**config.mk**
```make
export PLATFORM = sky130hd
export DESIGN_NAME = video_array
export DESIGN_NICKNAME = d
export VERILOG_FILES = /design/src/logic/io_strobe_sync.v /design/src/logic/colour_lookup_store.v /design/src/logic/video_array.v
export VERILOG_INCLUDE_DIRS = /design/src /design/src/logic
export SDC_FILE = /design/constraint.sdc
export NUM_CORES = 1
export LEC_CHECK = 0
export ABC_CLOCK_PERIOD_IN_PS = 2600
export BUFFER_PORTS_ARGS = -buffer_cell sky130_fd_sc_hd__buf_2
export CAP_MARGIN = 20
export CORE_MARGIN = 1.5
export CORE_UTILIZATION = 50
export CTS_BUF_LIST = sky130_fd_sc_hd__clkbuf_2 sky130_fd_sc_hd__clkbuf_4 sky130_fd_sc_hd__clkbuf_8
export DETAILED_ROUTE_END_ITERATION = 16
export PLACE_DENSITY = 0.71
export REMOVE_ABC_BUFFERS = 1
export SLEW_MARGIN = 40
export SYNTH_ARGS = -nofsm -noshare
export SYNTH_HDL_FRONTEND = slang
export SYNTH_HIERARCHICAL = 1
export SYNTH_SLANG_ARGS = --single-unit
```
**constraint.sdc**
```tcl
create_clock -name MCLK_I -period 2.6 [get_ports MCLK_I]
set_input_delay 0.52 -clock MCLK_I [delete_from_list [all_inputs] [get_ports MCLK_I]]
set_output_delay 0.52 -clock MCLK_I [all_outputs]
set_load 0.05 [all_outputs]
```
**src/logic/video_array_regs.vh**
```
// constants for the indirectly addressed video array
`ifndef VIDEO_ARRAY_REGS_VH
`define VIDEO_ARRAY_REGS_VH

// host i/o port addresses
`define VA_PORT_W             10
`define VA_INDEX_PORT         10'h3DA
`define VA_DATA_PORT          10'h3DE

// array indices
`define VA_IDX_MASK           8'h01
`define VA_IDX_BORDER         8'h02
`define VA_IDX_MODE           8'h03
`define VA_IDX_PAL_BASE       8'h10
`define VA_IDX_PAL_LAST       8'h1F
`define VA_IDX_PAL_HI         4'h1

// border colour fields (intensity, red, green, blue)
`define VA_BORDER_W           4
`define VA_BORDER_RESERVED    4'h0

// mode control field positions
`define VA_MODE_SIXTEEN       0
`define VA_MODE_FOUR_HIRES    1
`define VA_MODE_BORDER_EN     2
`define VA_MODE_ALT_LAYOUT    3
`define VA_MODE_W             4

// video status bits read at the index port
`define VA_STAT_DISP_OFF      0
`define VA_STAT_VRETRACE      3

// reset values
`define VA_RST_INDEX          8'h00
`define VA_RST_MASK           4'hF
`define VA_RST_BORDER         4'h0
`define VA_RST_MODE           4'h0
`define VA_RST_COLOUR         4'h0

`endif

```
**src/logic/io_strobe_sync.v**
```verilog
// two-flop synchroniser with rising edge pulse for host strobes
`default_nettype none

module io_strobe_sync #(
  parameter W = 2
) (
  // clock and reset
  input  wire         clk_i,
  input  wire         srst_i,
  // asynchronous strobes
  input  wire [W-1:0] async_i,
  // synchronised level and its rising edge
  output reg  [W-1:0] level_o,
  output reg  [W-1:0] rise_o
);

  reg [W-1:0] meta_q;
  reg [W-1:0] prev_q;

  // first flop is only read by the second
  always @(posedge clk_i) begin
    if (srst_i) begin
      meta_q  <= {W{1'b0}};
      level_o <= {W{1'b0}};
      prev_q  <= {W{1'b0}};
      rise_o  <= {W{1'b0}};
    end else begin
      meta_q  <= async_i;
      level_o <= meta_q;
      prev_q  <= level_o;
      rise_o  <= level_o & ~prev_q;
    end
  end

endmodule // io_strobe_sync

`default_nettype wire

```
**src/logic/colour_lookup_store.v**
```verilog
// sixteen-entry four-bit colour lookup storage, write-only to the host
`default_nettype none

module colour_lookup_store #(
  parameter DEPTH = 16,
  parameter AW    = 4,
  parameter DW    = 4
) (
  // clock
  input  wire          clk_i,
  // host write side
  input  wire          wr_en_i,
  input  wire [AW-1:0] wr_addr_i,
  input  wire [DW-1:0] wr_data_i,
  // two read sides: pixel path and host-addressed entry
  input  wire [AW-1:0] pix_addr_i,
  output wire [DW-1:0] pix_data_o,
  input  wire [AW-1:0] host_addr_i,
  output wire [DW-1:0] host_data_o
);

  reg [DW-1:0] mem_q [0:DEPTH-1];

  // contents are undefined until loaded, as on the real part
  always @(posedge clk_i) begin
    if (wr_en_i) begin
      mem_q[wr_addr_i] <= wr_data_i;
    end
  end

  assign pix_data_o  = mem_q[pix_addr_i];
  assign host_data_o = mem_q[host_addr_i];

endmodule // colour_lookup_store

`default_nettype wire

```
**src/logic/video_array.v**
```verilog
// video array: index/data host access, palette mask, border, lookup
`default_nettype none
`include "video_array_regs.vh"

module video_array #(
  parameter PAL_DEPTH = 16,
  parameter PAL_AW    = 4
) (
  // clock and reset
  input  wire                  MCLK_I,
  input  wire                  SRST_I,
  // host i/o bus, strobes are asynchronous pins
  input  wire [`VA_PORT_W-1:0] IO_ADDR_I,
  input  wire [7:0]            IO_DATA_I,
  input  wire                  IO_WR_I,
  input  wire                  IO_RD_I,
  output reg  [7:0]            IO_DATA_O,
  output reg                   IO_DATA_OE_N_O,
  // pixel stream from the fetch logic, same clock
  input  wire [3:0]            PIXEL_CODE_I,
  input  wire                  DISP_ACTIVE_I,
  input  wire                  VRETRACE_I,
  input  wire                  HIRES_GFX_I,
  input  wire                  GRAPHICS_I,
  input  wire [3:0]            LEGACY_BORDER_I,
  // colour output, retrace start pulse and pixel path configuration
  output reg  [3:0]            RGBI_O,
  output reg                   VRETRACE_IRQ_O,
  output reg                   SIXTEEN_COLOUR_O,
  output reg                   FOUR_HIRES_O,
  output reg                   ALT_LAYOUT_O
);

  // true when an array index falls in the lookup range
  function is_lookup_index;
    input [7:0] idx;
    begin
      is_lookup_index = (idx[7:4] == `VA_IDX_PAL_HI);
    end
  endfunction

  // forms the lookup address from a pixel code for the current mode
  function [3:0] lookup_address;
    input [3:0] code;
    input       sixteen;
    input       four_hires;
    input       alt_layout;
    input       hires;
    input       graphics;
    begin
      if (sixteen) begin
        lookup_address = code;
      end else if (four_hires && alt_layout) begin
        lookup_address = {2'h0, code[3:2]};
      end else if (four_hires) begin
        lookup_address = {2'h0, code[1:0]};
      end else if (hires && graphics) begin
        lookup_address = {3'h0, code[0]};
      end else if (graphics) begin
        lookup_address = {2'h0, code[1:0]};
      end else begin
        lookup_address = code;
      end
    end
  endfunction

  // synchronised host strobes
  wire [1:0] strobe_level;
  wire [1:0] strobe_rise;

  io_strobe_sync #(
    .W (2)
  ) u_strobe_sync (
    .clk_i   (MCLK_I),
    .srst_i  (SRST_I),
    .async_i ({IO_RD_I, IO_WR_I}),
    .level_o (strobe_level),
    .rise_o  (strobe_rise)
  );

  wire wr_rise  = strobe_rise[0];
  wire rd_level = strobe_level[1];

  // address and data are stable by the time the synced edge arrives
  wire hit_index_port = (IO_ADDR_I == `VA_INDEX_PORT);
  wire hit_data_port  = (IO_ADDR_I == `VA_DATA_PORT);
  wire wr_index       = wr_rise && hit_index_port;
  wire wr_data        = wr_rise && hit_data_port;

  // array registers
  reg [7:0]               index_q;
  reg [7:0]               index_d;
  reg [3:0]               mask_q;
  reg [3:0]               mask_d;
  reg [`VA_BORDER_W-1:0]  border_q;
  reg [`VA_BORDER_W-1:0]  border_d;
  reg [`VA_MODE_W-1:0]    mode_q;
  reg [`VA_MODE_W-1:0]    mode_d;
  reg                     pal_wr;

  // data port decode by current index
  always @* begin
    index_d = index_q;
    mask_d  = mask_q;
    border_d = border_q;
    mode_d  = mode_q;
    pal_wr  = 1'b0;
    if (wr_index) begin
      index_d = IO_DATA_I;
    end
    if (wr_data) begin
      case (index_q)
        `VA_IDX_MASK: begin
          mask_d = IO_DATA_I[3:0];
        end
        `VA_IDX_BORDER: begin
          border_d = IO_DATA_I[3:0];
        end
        `VA_IDX_MODE: begin
          // reserved bits are dropped; host keeps them zero anyway
          mode_d = IO_DATA_I[`VA_MODE_W-1:0];
        end
        default: begin
          pal_wr = is_lookup_index(index_q);
          // other indices fall through with nothing stored
        end
      endcase
    end
  end

  // register state
  always @(posedge MCLK_I) begin
    if (SRST_I) begin
      index_q  <= `VA_RST_INDEX;
      mask_q   <= `VA_RST_MASK;
      border_q <= `VA_RST_BORDER;
      mode_q   <= `VA_RST_MODE;
    end else begin
      index_q  <= index_d;
      mask_q   <= mask_d;
      border_q <= border_d;
      mode_q   <= mode_d;
    end
  end

  // mode control fields
  wire sixteen_sel = mode_q[`VA_MODE_SIXTEEN];
  wire four_hires  = mode_q[`VA_MODE_FOUR_HIRES];
  wire border_en   = mode_q[`VA_MODE_BORDER_EN];
  wire alt_layout  = mode_q[`VA_MODE_ALT_LAYOUT];

  // pixel path: mode selects address bits, then mask gates them
  wire [3:0] raw_addr = lookup_address(PIXEL_CODE_I, sixteen_sel,
                                       four_hires, alt_layout,
                                       HIRES_GFX_I, GRAPHICS_I);
  // mask register gates the selected address bits
  wire [3:0] masked_addr = raw_addr & mask_q;

  // lookup storage, one entry per index 10..1F
  wire [3:0] pix_colour;
  wire [3:0] host_colour;

  colour_lookup_store #(
    .DEPTH (PAL_DEPTH),
    .AW    (PAL_AW),
    .DW    (4)
  ) u_lookup (
    .clk_i       (MCLK_I),
    .wr_en_i     (pal_wr),
    .wr_addr_i   (index_q[PAL_AW-1:0]),
    .wr_data_i   (IO_DATA_I[3:0]),
    .pix_addr_i  (masked_addr[PAL_AW-1:0]),
    .pix_data_o  (pix_colour),
    .host_addr_i (index_q[PAL_AW-1:0]),
    .host_data_o (host_colour)
  );

  // loading shows the addressed entry until the index leaves the lookup range
  wire loading = is_lookup_index(index_q);

  // border source: own register when enabled, else legacy colour select
  wire [3:0] border_colour = border_en ? border_q
                                       : LEGACY_BORDER_I;

  // colour selection, registered so the output is a clean flop
  reg [3:0] rgbi_d;

  always @* begin
    if (loading) begin
      rgbi_d = host_colour;
    end else if (DISP_ACTIVE_I) begin
      rgbi_d = pix_colour;
    end else if (VRETRACE_I) begin
      // blank during retrace so the monitor sees black
      rgbi_d = `VA_RST_COLOUR;
    end else begin
      rgbi_d = border_colour;
    end
  end

  // entry bits map straight to blue, green, red, intensity lines
  always @(posedge MCLK_I) begin
    if (SRST_I) begin
      RGBI_O <= `VA_RST_COLOUR;
    end else begin
      RGBI_O <= rgbi_d;
    end
  end

  // pixel path configuration out to the fetch logic
  always @(posedge MCLK_I) begin
    if (SRST_I) begin
      SIXTEEN_COLOUR_O <= 1'b0;
      FOUR_HIRES_O     <= 1'b0;
      ALT_LAYOUT_O     <= 1'b0;
    end else begin
      SIXTEEN_COLOUR_O <= sixteen_sel;
      FOUR_HIRES_O     <= four_hires;
      ALT_LAYOUT_O     <= alt_layout;
    end
  end

  // retrace start pulse gives the host its window for loading
  reg vretrace_q;

  always @(posedge MCLK_I) begin
    if (SRST_I) begin
      vretrace_q     <= 1'b0;
      VRETRACE_IRQ_O <= 1'b0;
    end else begin
      vretrace_q     <= VRETRACE_I;
      VRETRACE_IRQ_O <= VRETRACE_I & ~vretrace_q;
    end
  end

  // status byte at the index port; lookup entries never read back
  reg [7:0] status_d;

  always @* begin
    status_d = 8'h00;
    status_d[`VA_STAT_VRETRACE] = VRETRACE_I;
    status_d[`VA_STAT_DISP_OFF] = ~DISP_ACTIVE_I;
  end

  // read data drive; only the index port answers
  always @(posedge MCLK_I) begin
    if (SRST_I) begin
      IO_DATA_O      <= 8'h00;
      IO_DATA_OE_N_O <= 1'b1;
    end else if (rd_level && hit_index_port) begin
      IO_DATA_O      <= status_d;
      IO_DATA_OE_N_O <= 1'b0;
    end else begin
      // data port and array registers are write-only
      IO_DATA_O      <= 8'h00;
      IO_DATA_OE_N_O <= 1'b1;
    end
  end

endmodule // video_array

`default_nettype wire

```
==> reports/qor.yml, run 1 <==
detail_route.wirelength_um: 9650
grt_max_degree: 42
drt-pass1-iter-count: 4
timing.hold.worst.class: "in -> reg"
critical_path_required_ns: 2.82
drtAntennaViolNets: 0
final_hold_viol_count: 0
proportion_of_layout_cells_with_a_drive_suffix_above_1_pct: 24.8
power-per-cell-area_nw_per_um2: 547
outcome: "completed"
cp_data_arrival_time_ns: 2.70
period_utilisation_layout_pct: 95.5
total_inserted_antenna_cells: 0
route.detailed.drc: 0
max_freq_mhz: 403
synth-warning-count: 6
setup.worst_path.start: "mode_q[0]"
worst_case_register_to_register_setup_slack_ns: 0.12
cts_hold_buf: 0
worst_reg2reg_path_endpoint: "RGBI_O[1]"
timing.max_slew.rel_slack_pct: 49.8
vdd_ir_drop_max_mv: 0.231
grt_usage_pct: 20.7
fin_cells: 498
cts_sinks: 102
timing.critical_path.slowest_cell_delay_ns: 0.58
synth_area_per_cell_um2: 14.7
die-area_um2: 10000
timing_worst_slew_pin_value_ns: 0.752
first_iter_violations: 176
tritoncts: "done"
cp-start-kind: "register"
length_in_cells_of_the_worst_reg_to_reg_path: 9
report.final.setup_viol: 0
htreeDepth: 3
worst_skew_pair.late_latency_ns: 0.37
max-clock-path-buffers: 2
worst_path_max_delay_cell: "sky130_fd_sc_hd__mux4_1"
port_buffers: 44
ioPinCount: 51
worst_path_dominant_cell_family: "multiplexers"
grt_overflow_total: 0
final.setup_skew_ns: 0.00838
place.detailed.hpwl_um: 6710
first_global_vias: 2884
gp_congestion: 0.917
end_kind: "register"
crit_fanout: 14
clkSlewWorstSetupHoldPaths_ns: 0.09
hold_start: "IO_RD_I"
layout.filler_cells: 748
power.leakage_nw: 1.94
placed_cells_incl_taps: 475
floorplan.core_area_um2: 9200
grt_antenna_before_repair: 0
cap_violations: 0
post_drt_via_cell_ratio: 5.80
slew_viol_final: 0
clock-root-buffer: "sky130_fd_sc_hd__clkbuf_8"
fp.dieH_um: 100
timing.rr.start: "mode_q[0]"
timing.final.crit_period_ns: 2.48
final_nets: 416
mappedNetlistArea_um2: 4730
setup-tns-final_ns: 0
area_delta_synth_final_pct: 12.9
num_rows: 35
sequential_cell_area_um2: 2680
critPathBufInv: 1
via_count: 2888
grt_first_pass_wirelength_um: 15400
hold-path-endpoint: "u_strobe_sync/meta_q[1]"
floorplan.initialDensity_pct: 51.4
postSynthCellCount: 321
die_width_um: 100
multi_input_gate_area_in_the_final_layout_um2: 1900
series_of_cell_instances_along_the_critical_path: "nand3b_1 -> mux2i_1 -> nor2b_1 -> clkbuf_16 -> mux4_1 -> a22oi_1 -> nand3_1 -> a22oi_2 -> a211oi_1"
cts-buffers-inserted: 9
hold-path-cell-count: 2
routedWlPerCell_um: 19.4
timing_worst_setup_path_type: "reg -> reg"
-- routing by layer --
| layer | wire length, µm | global-route usage (%) | vias to the layer above |
|---|---|---|---|
| met3 | 407 | 3.76 | 13 |
| met2 | 4690 | 34.1 | 84 |
| met5 | 0 | 0 | - |
| met1 | 4340 | 27.5 | 1425 |
| met4 | 207 | 8.23 | 0 |
| li1 | - | - | 1366 |
-- cell usage in the layout, fill, tap and decap left out, types with 2 or more instances in the layout --
cell type,n
sky130_fd_sc_hd__edfxtp_1,64
sky130_fd_sc_hd__buf_2,44
sky130_fd_sc_hd__nor2_1,38
sky130_fd_sc_hd__dfxtp_1,37
sky130_fd_sc_hd__mux4_1,28
sky130_fd_sc_hd__mux2i_1,21
sky130_fd_sc_hd__buf_4,21
sky130_fd_sc_hd__nand3_1,17
sky130_fd_sc_hd__nand2b_1,15
sky130_fd_sc_hd__nand2_1,12
sky130_fd_sc_hd__nor2b_1,11
sky130_fd_sc_hd__a22oi_1,11
sky130_fd_sc_hd__clkbuf_8,10
sky130_fd_sc_hd__nor3_1,6
sky130_fd_sc_hd__conb_1,6
sky130_fd_sc_hd__inv_1,5
sky130_fd_sc_hd__nand3b_1,4
sky130_fd_sc_hd__mux2_2,4
sky130_fd_sc_hd__a211oi_1,4
sky130_fd_sc_hd__mux4_2,4
sky130_fd_sc_hd__and3_1,2
sky130_fd_sc_hd__nor4_1,2
sky130_fd_sc_hd__and4b_1,2
sky130_fd_sc_hd__clkinv_2,2
-- state kept, by name, indices dropped and copies added (netlist names) --
signal and count:
ALT_LAYOUT_O 1, FOUR_HIRES_O 1, IO_DATA_O 2, IO_DATA_OE_N_O 1, RGBI_O 4, SIXTEEN_COLOUR_O 1, VRETRACE_IRQ_O 1, border_q 4
index_q 8, mask_q 4, mode_q 4, u_lookup/mem_q 64, u_strobe_sync/level_o 2, u_strobe_sync/meta_q 2, u_strobe_sync/prev_q 1, u_strobe_sync/rise_o 1
vretrace_q 1
-- per-stage QoR --
step           total power [W]  utilization [%]  worst slack [ns]  hold WS (ns)  cell area (µm²)
6_report               0.00292             58.0             0.116         0.357             5340
4_1_cts                0.00293             57.3             0.108         0.351             5270
5_1_grt                0.00302             58.0        -0.0000127         0.376             5340
3_5_place_dp           0.00196             55.2            0.0459         0.386             5070
3_3_place_gp           0.00196             55.2             0.111         0.386             5070
2_1_floorplan          0.00187                -            -0.260         0.371             4590
-- final cells by class --
type | instances | area share, %
Timing Repair Buffer | 66 | 7.55
Inverter | 4 | 0.281
Tap cell | 111 | 2.60
Multi-Input combinational cell | 199 | 35.6
Clock buffer | 11 | 2.72
Sequential cell | 102 | 50.3
Clock inverter | 5 | 0.962
-- report_power, final --
part	internal (W)	total [W]	switching, W
Sequential	0.00172	0.00173	0.00000236
Clock	0.000475	0.000985	0.000510
Combinational	0.0000810	0.000207	0.000126
-- worst max-delay path by stage --
| stage | to | slack, ns | depth (start not counted) |
|---|---|---|---|
| 2_1_floorplan | RGBI_O[0] | -0.26 | 8 |
| 3_3_place_gp | u_lookup/mem_q[0][0] | 0.11 | 8 |
| 3_5_place_dp | u_lookup/mem_q[0][1] | 0.05 | 8 |
| 4_1_cts | RGBI_O[1] | 0.11 | 9 |
| 5_1_grt | RGBI_O[2] | -0.00001 | 9 |
| 6_report | RGBI_O[1] | 0.12 | 9 |
-- what timing repair did --
action,4_1_cts,5_1_grt
buffers inserted,0,7
gates resized for setup,0,3
endpoints found under the hold margin,0,0
setup endpoints to repair,0,3
Power figures use the tool's default switching activity.
==> run 2, diff against run 1 <==
==> constraint.sdc (replaced) <==
create_clock -name MCLK_I -period 2.6 [get_ports MCLK_I]
set_input_delay 0.39 -clock MCLK_I [delete_from_list [all_inputs] [get_ports MCLK_I]]
set_output_delay 0.39 -clock MCLK_I [all_outputs]
set_load 0.05 [all_outputs]
==> run 2 against run 1 <==
Against the previous run:
- final area grew 0.47%
- non-clock buffer count shrank 1
- sequential power is essentially flat
- via count is essentially flat
- total power grew 5.7%
- worst hold slack lost 0.12 ns
- setup slack lost 0.0059 ns
- critical path type unchanged
==> reports/qor.yml, run 2 (synthesis gave the netlist of run 1 again) <==
timing.final.crit_period_ns: 2.49
report.final.setup_viol: 0
ioPinCount: 51
cp-start-kind: "register"
clkSlewWorstSetupHoldPaths_ns: 0.09
largest_register_ffs: 64
cts-buffers-inserted: 9
htreeDepth: 3
hold_start: "IO_RD_I"
grt_antenna_before_repair: 0
outcome: "completed"
die-area_um2: 10000
setup.worst_path.start: "mode_q[0]"
cp_data_arrival_time_ns: 2.71
power-per-cell-area_nw_per_um2: 576
detail_route.wirelength_um: 9490
final_common_cell: "sky130_fd_sc_hd__edfxtp_1"
power.leakage_nw: 1.95
top_register: "u_lookup/mem_q"
total_inserted_antenna_cells: 0
clock-root-buffer: "sky130_fd_sc_hd__clkbuf_8"
floorplan.core_area_um2: 9200
final.setup_skew_ns: 0.0103
most-common-layout-cells: "sky130_fd_sc_hd__edfxtp_1 (64), sky130_fd_sc_hd__buf_2 (44), sky130_fd_sc_hd__nor2_1 (38), sky130_fd_sc_hd__dfxtp_1 (37), sky130_fd_sc_hd__mux4_1 (28)"
grt_max_degree: 42
grt_overflow_total: 0
finalWorstSetupSlack_ns: 0.111
cts_sinks: 102
timing.rr.start: "mode_q[0]"
port_buffers: 44
slew_viol_final: 0
drt-pass1-iter-count: 4
tritoncts: "done"
timing.hold.worst.class: "in -> reg"
biggestRegsByFlops: "u_lookup/mem_q (64), index_q (8)"
timing_worst_slew_pin_value_ns: 0.742
num_rows: 35
critical_path_required_ns: 2.82
dp_worst_setup_slack_ns: 0.0802
die_width_um: 100
worst_case_register_to_register_setup_slack_ns: 0.11
route.detailed.drc: 0
end_kind: "register"
place.detailed.hpwl_um: 6520
via_count: 2886
final_hold_viol_count: 0
drtAntennaViolNets: 0
max-clock-path-buffers: 2
final_nets: 415
max_freq_mhz: 402
crit_fanout: 15
worst_skew_pair.late_latency_ns: 0.36
proportion_of_layout_cells_with_a_drive_suffix_above_1_pct: 24.6
cts_hold_buf: 0
finalHoldWorstSlack_ns: 0.232
cap_violations: 0
routedWlPerCell_um: 19.1
first_global_vias: 2779
grt_usage_pct: 20.0
timing.max_slew.rel_slack_pct: 50.1
area_delta_synth_final_pct: 13.4
period_utilisation_layout_pct: 95.7
vdd_ir_drop_max_mv: 0.307
timing_worst_setup_path_type: "reg -> reg"
floorplan.initialDensity_pct: 51.4
grt_first_pass_wirelength_um: 14800
fp.dieH_um: 100
gp_congestion: 0.979
post_drt_via_cell_ratio: 5.81
first_iter_violations: 141
## run 2: cell types whose count changed in the layout (fill, tap and decap cells not counted), sizes merged
| cell | delta |
|---|---|
| bufinv | +2 |
| clkbuf | -3 |
| clkinv | +2 |
| clkinvlp | -1 |
| inv | -1 |
## run 2: path summary, 6_finish.rpt
path | cells after the start | endpoint
worst max-delay path | 10 | RGBI_O[3]
worst min-delay path | 2 | u_strobe_sync/meta_q[1]
worst max register to register | 10 | RGBI_O[3]
worst min register to register | 1 | VRETRACE_IRQ_O
## run 2: worst max-delay path: stages (launching register included)
cell and delay [ns]:
sky130_fd_sc_hd__dfxtp_1 0.34, sky130_fd_sc_hd__nand3b_1 0.22, sky130_fd_sc_hd__mux2i_1 0.16, sky130_fd_sc_hd__nor2b_2 0.16
sky130_fd_sc_hd__buf_12 0.17, sky130_fd_sc_hd__buf_4 0.12, sky130_fd_sc_hd__mux4_1 0.57, sky130_fd_sc_hd__a22oi_1 0.20
sky130_fd_sc_hd__nand3_1 0.12, sky130_fd_sc_hd__a22oi_1 0.19, sky130_fd_sc_hd__a211oi_1 0.09
## run 2: final cells by class
cell class | count | area [µm²]
Timing Repair Buffer | 65 | 390
Fill cell | 705 | 3840
Inverter | 4 | 15.0
Clock inverter | 7 | 113
Multi-Input combinational cell | 199 | 1900
Sequential cell | 102 | 2680
Tap cell | 111 | 139
Clock buffer | 9 | 124
## run 2: timing repair
action | in CTS | in global routing
buffers inserted | 0 | 9
setup endpoints to repair | 0 | 4
gates resized for setup | 0 | 2
## run 2: power by group
part | internal (W) | switching (W) | total, W
combinational | 0.0000811 | 0.000125 | 0.000206
clock | 0.000634 | 0.000520 | 0.00115
sequential | 0.00172 | 0.00000242 | 0.00173
total | 0.00244 | 0.000647 | 0.00309
## run 2: metal layers
metal  global-route usage [%]  vias up  wire length [µm]
met5                        0        -                 0
met4                     6.72        0               204
met3                     4.67       20               540
met2                     32.2      104              4540
met1                     27.0     1400              4200
li1                         -     1362                 -
## run 2: stage by stage
step / instance area (µm²) / total power, W / instances / setup TNS [ns] / util, %
3_5_place_dp: 5050 / 0.00196 / 472 / 0 / 54.9
2_1_floorplan: 4590 / 0.00187 / 305 / -1.01 / -
5_1_grt: 5360 / 0.00320 / 497 / -0.0185 / 58.3
4_1_cts: 5290 / 0.00310 / 488 / 0 / 57.5
6_report: 5360 / 0.00309 / 497 / 0 / 58.3
3_3_place_gp: 5050 / 0.00196 / 472 / 0 / 54.9
==> run 3, diff against run 2 <==
- BUFFER_PORTS_ARGS: -buffer_cell sky130_fd_sc_hd__buf_2 -> -buffer_cell sky130_fd_sc_hd__buf_4
- CORE_UTILIZATION: 50 -> 43
- HOLD_SLACK_MARGIN: not set -> 0.1
- PLACE_DENSITY: 0.71 -> 0.63
==> run 3 against run 2 <==
Against the previous run:
- final area increased by 1.0%
- maximum frequency up 1.3%
- clock-buffer cell count increased by 2
- flip-flop and latch count unchanged
- sequential power about the same
- sequential share of layout area down 0.52 points
- total power decreased by 4.8%
- wire length is 2.4% higher
- worst hold slack got worse by 0.0085 ns
==> reports/qor.yml, run 3 (synthesis gave the netlist of run 1 again) <==
route.detailed.drc: 0
post_drt_via_cell_ratio: 5.52
final_hold_viol_count: 0
biggestRegsByFlops: "u_lookup/mem_q (64), index_q (8)"
timing_worst_slew_pin_value_ns: 0.698
htreeDepth: 3
floorplan.core_area_um2: 10800
report.final.setup_viol: 0
largest_register_ffs: 64
worst_path_max_delay_cell: "sky130_fd_sc_hd__mux4_1"
floorplan.initialDensity_pct: 43.8
cp_data_arrival_time_ns: 2.70
layout.core_utilization_pct: 50.2
area_delta_synth_final_pct: 14.5
postCtsResizedCells: 0
globalRouteMet3Util_pct: 3.75
number_of_buffers_added_for_setup_after_cts: 0
power-per-cell-area_nw_per_um2: 543
max_freq_mhz: 407
placed_cells_incl_taps: 501
die-area_um2: 11600
drt-pass1-iter-count: 4
via_count: 2855
cts-buffers-inserted: 9
clkSlewWorstSetupHoldPaths_ns: 0.10
cts_hold_buf: 0
power_frac_seq_pct: 58.8
final.setup_skew_ns: 0.0145
fp.dieH_um: 108
power.net_switching_w: 0.000656
period_utilisation_layout_pct: 94.5
grt_first_pass_wirelength_um: 15300
power_frac_clock_pct: 33.9
sequential_cell_area_um2: 2680
routedWlPerCell_um: 18.8
intPower_w: 0.00228
drtAntennaViolNets: 0
worst_skew_pair.late_latency_ns: 0.37
end_kind: "register"
layout.filler_cells: 943
gp_congestion: 0.861
timing.final.crit_period_ns: 2.46
clock-root-buffer: "sky130_fd_sc_hd__clkbuf_8"
multi_input_gate_area_in_the_final_layout_um2: 1900
critical-path-top-cell-by-count: "sky130_fd_sc_hd__a22oi_1"
timing.critical_path.slowest_cell_delay_ns: 0.59
most-common-layout-cells: "sky130_fd_sc_hd__edfxtp_1 (64), sky130_fd_sc_hd__buf_4 (54), sky130_fd_sc_hd__dfxtp_1 (38), sky130_fd_sc_hd__nor2_1 (38), sky130_fd_sc_hd__mux4_1 (28)"
p_comb_share_pct: 7.3
final_common_cell: "sky130_fd_sc_hd__edfxtp_1"
gr-usage-met2_pct: 28.4
fin_cells: 517
grt_overflow_total: 0
grt_antenna_before_repair: 0
tritoncts: "done"
slew_viol_final: 0
port_buffers: 44
ioPinCount: 51
top_register: "u_lookup/mem_q"
total_inserted_antenna_cells: 0
power.leakage_nw: 1.91
crit_fanout: 16
grt_use_met1_pct: 25.0
die_width_um: 108
vdd_ir_drop_max_mv: 0.273
grt_usage_pct: 17.8
first_global_vias: 2842
timing.max_slew.rel_slack_pct: 53.1
cp-start-kind: "register"
cap_violations: 0
timing_worst_setup_path_type: "reg -> reg"
critical_path_required_ns: 2.84
outcome: "completed"
cts_sinks: 102
proportion_of_layout_cells_with_a_drive_suffix_above_1_pct: 22.8
unrepaired_setup_endpoints_after_global_routing: "false"
final_nets: 406
detail_route.wirelength_um: 9720
switching_share_of_power_pct: 22.3
first_iter_violations: 163
timing.hold.worst.class: "in -> reg"
max-clock-path-buffers: 2
series_of_cell_instances_along_the_critical_path: "nand3b_1 -> mux2i_1 -> nor2b_1 -> buf_12 -> mux4_1 -> a22oi_1 -> nand3_1 -> a22oi_1 -> a211oi_1"
grt_most_used_layer: "met2"
place.detailed.hpwl_um: 6910
num_rows: 38
grt_max_degree: 42
==> run 3: routing by layer <==
metal,vias up,share of wire (%)
li1,1348,-
met1,1411,46
met2,91,48
met3,5,5.0
met4,0,0.67
met5,-,0
==> run 3: path summary, 6_finish.rpt <==
| check | startpoint | to | slack [ns] | cells after the start |
|---|---|---|---|---|
| worst min-delay path | DISP_ACTIVE_I | IO_DATA_O[0] | 0.22 | 2 |
| worst max register to register | mode_q[1] | RGBI_O[3] | 0.14 | 9 |
| worst min register to register | vretrace_q | VRETRACE_IRQ_O | 0.40 | 1 |
| worst max-delay path | mode_q[1] | RGBI_O[3] | 0.14 | 9 |
==> run 3: power by group through the flow <==
stage / clock (W) / combinational, W / sequential [W]
after floorplan: 0 / 0.0000923 / 0.00178
after global placement: 0 / 0.000213 / 0.00176
after detailed placement: 0 / 0.000216 / 0.00176
after CTS: 0.00102 / 0.000216 / 0.00173
after global routing: 0.00109 / 0.000231 / 0.00173
final: 0.000996 / 0.000215 / 0.00173
==> run 3: area by class of cell <==
type                       instances  area share, %
sequential                       102           49.5
timing repair buffer              56           8.23
tap                              140           3.24
multi-input combinational        199           35.1
clock buffer                      11           2.57
inverter                           4          0.277
clock inverter                     5           1.09
==> run 3: metrics by stage <==
step	hold WS [ns]	TNS [ns]	total power [W]	setup WS [ns]	area, µm²
6_report	0.224	0	0.00294	0.143	5410
5_1_grt	0.205	0	0.00304	0.0241	5410
4_1_cts	0.200	0	0.00297	0.137	5410
3_5_place_dp	0.394	0	0.00198	0.0643	5210
3_3_place_gp	0.384	0	0.00198	0.0559	5210
2_1_floorplan	0.371	-1.01	0.00187	-0.260	4590
==> run 3: critical path: cells and delay by family (launching register included) <==
family	cells	cell delay (ns)
mux	2	0.73
compound gates	3	0.54
simple gates	3	0.44
flops	1	0.41
buf+inv	1	0.20
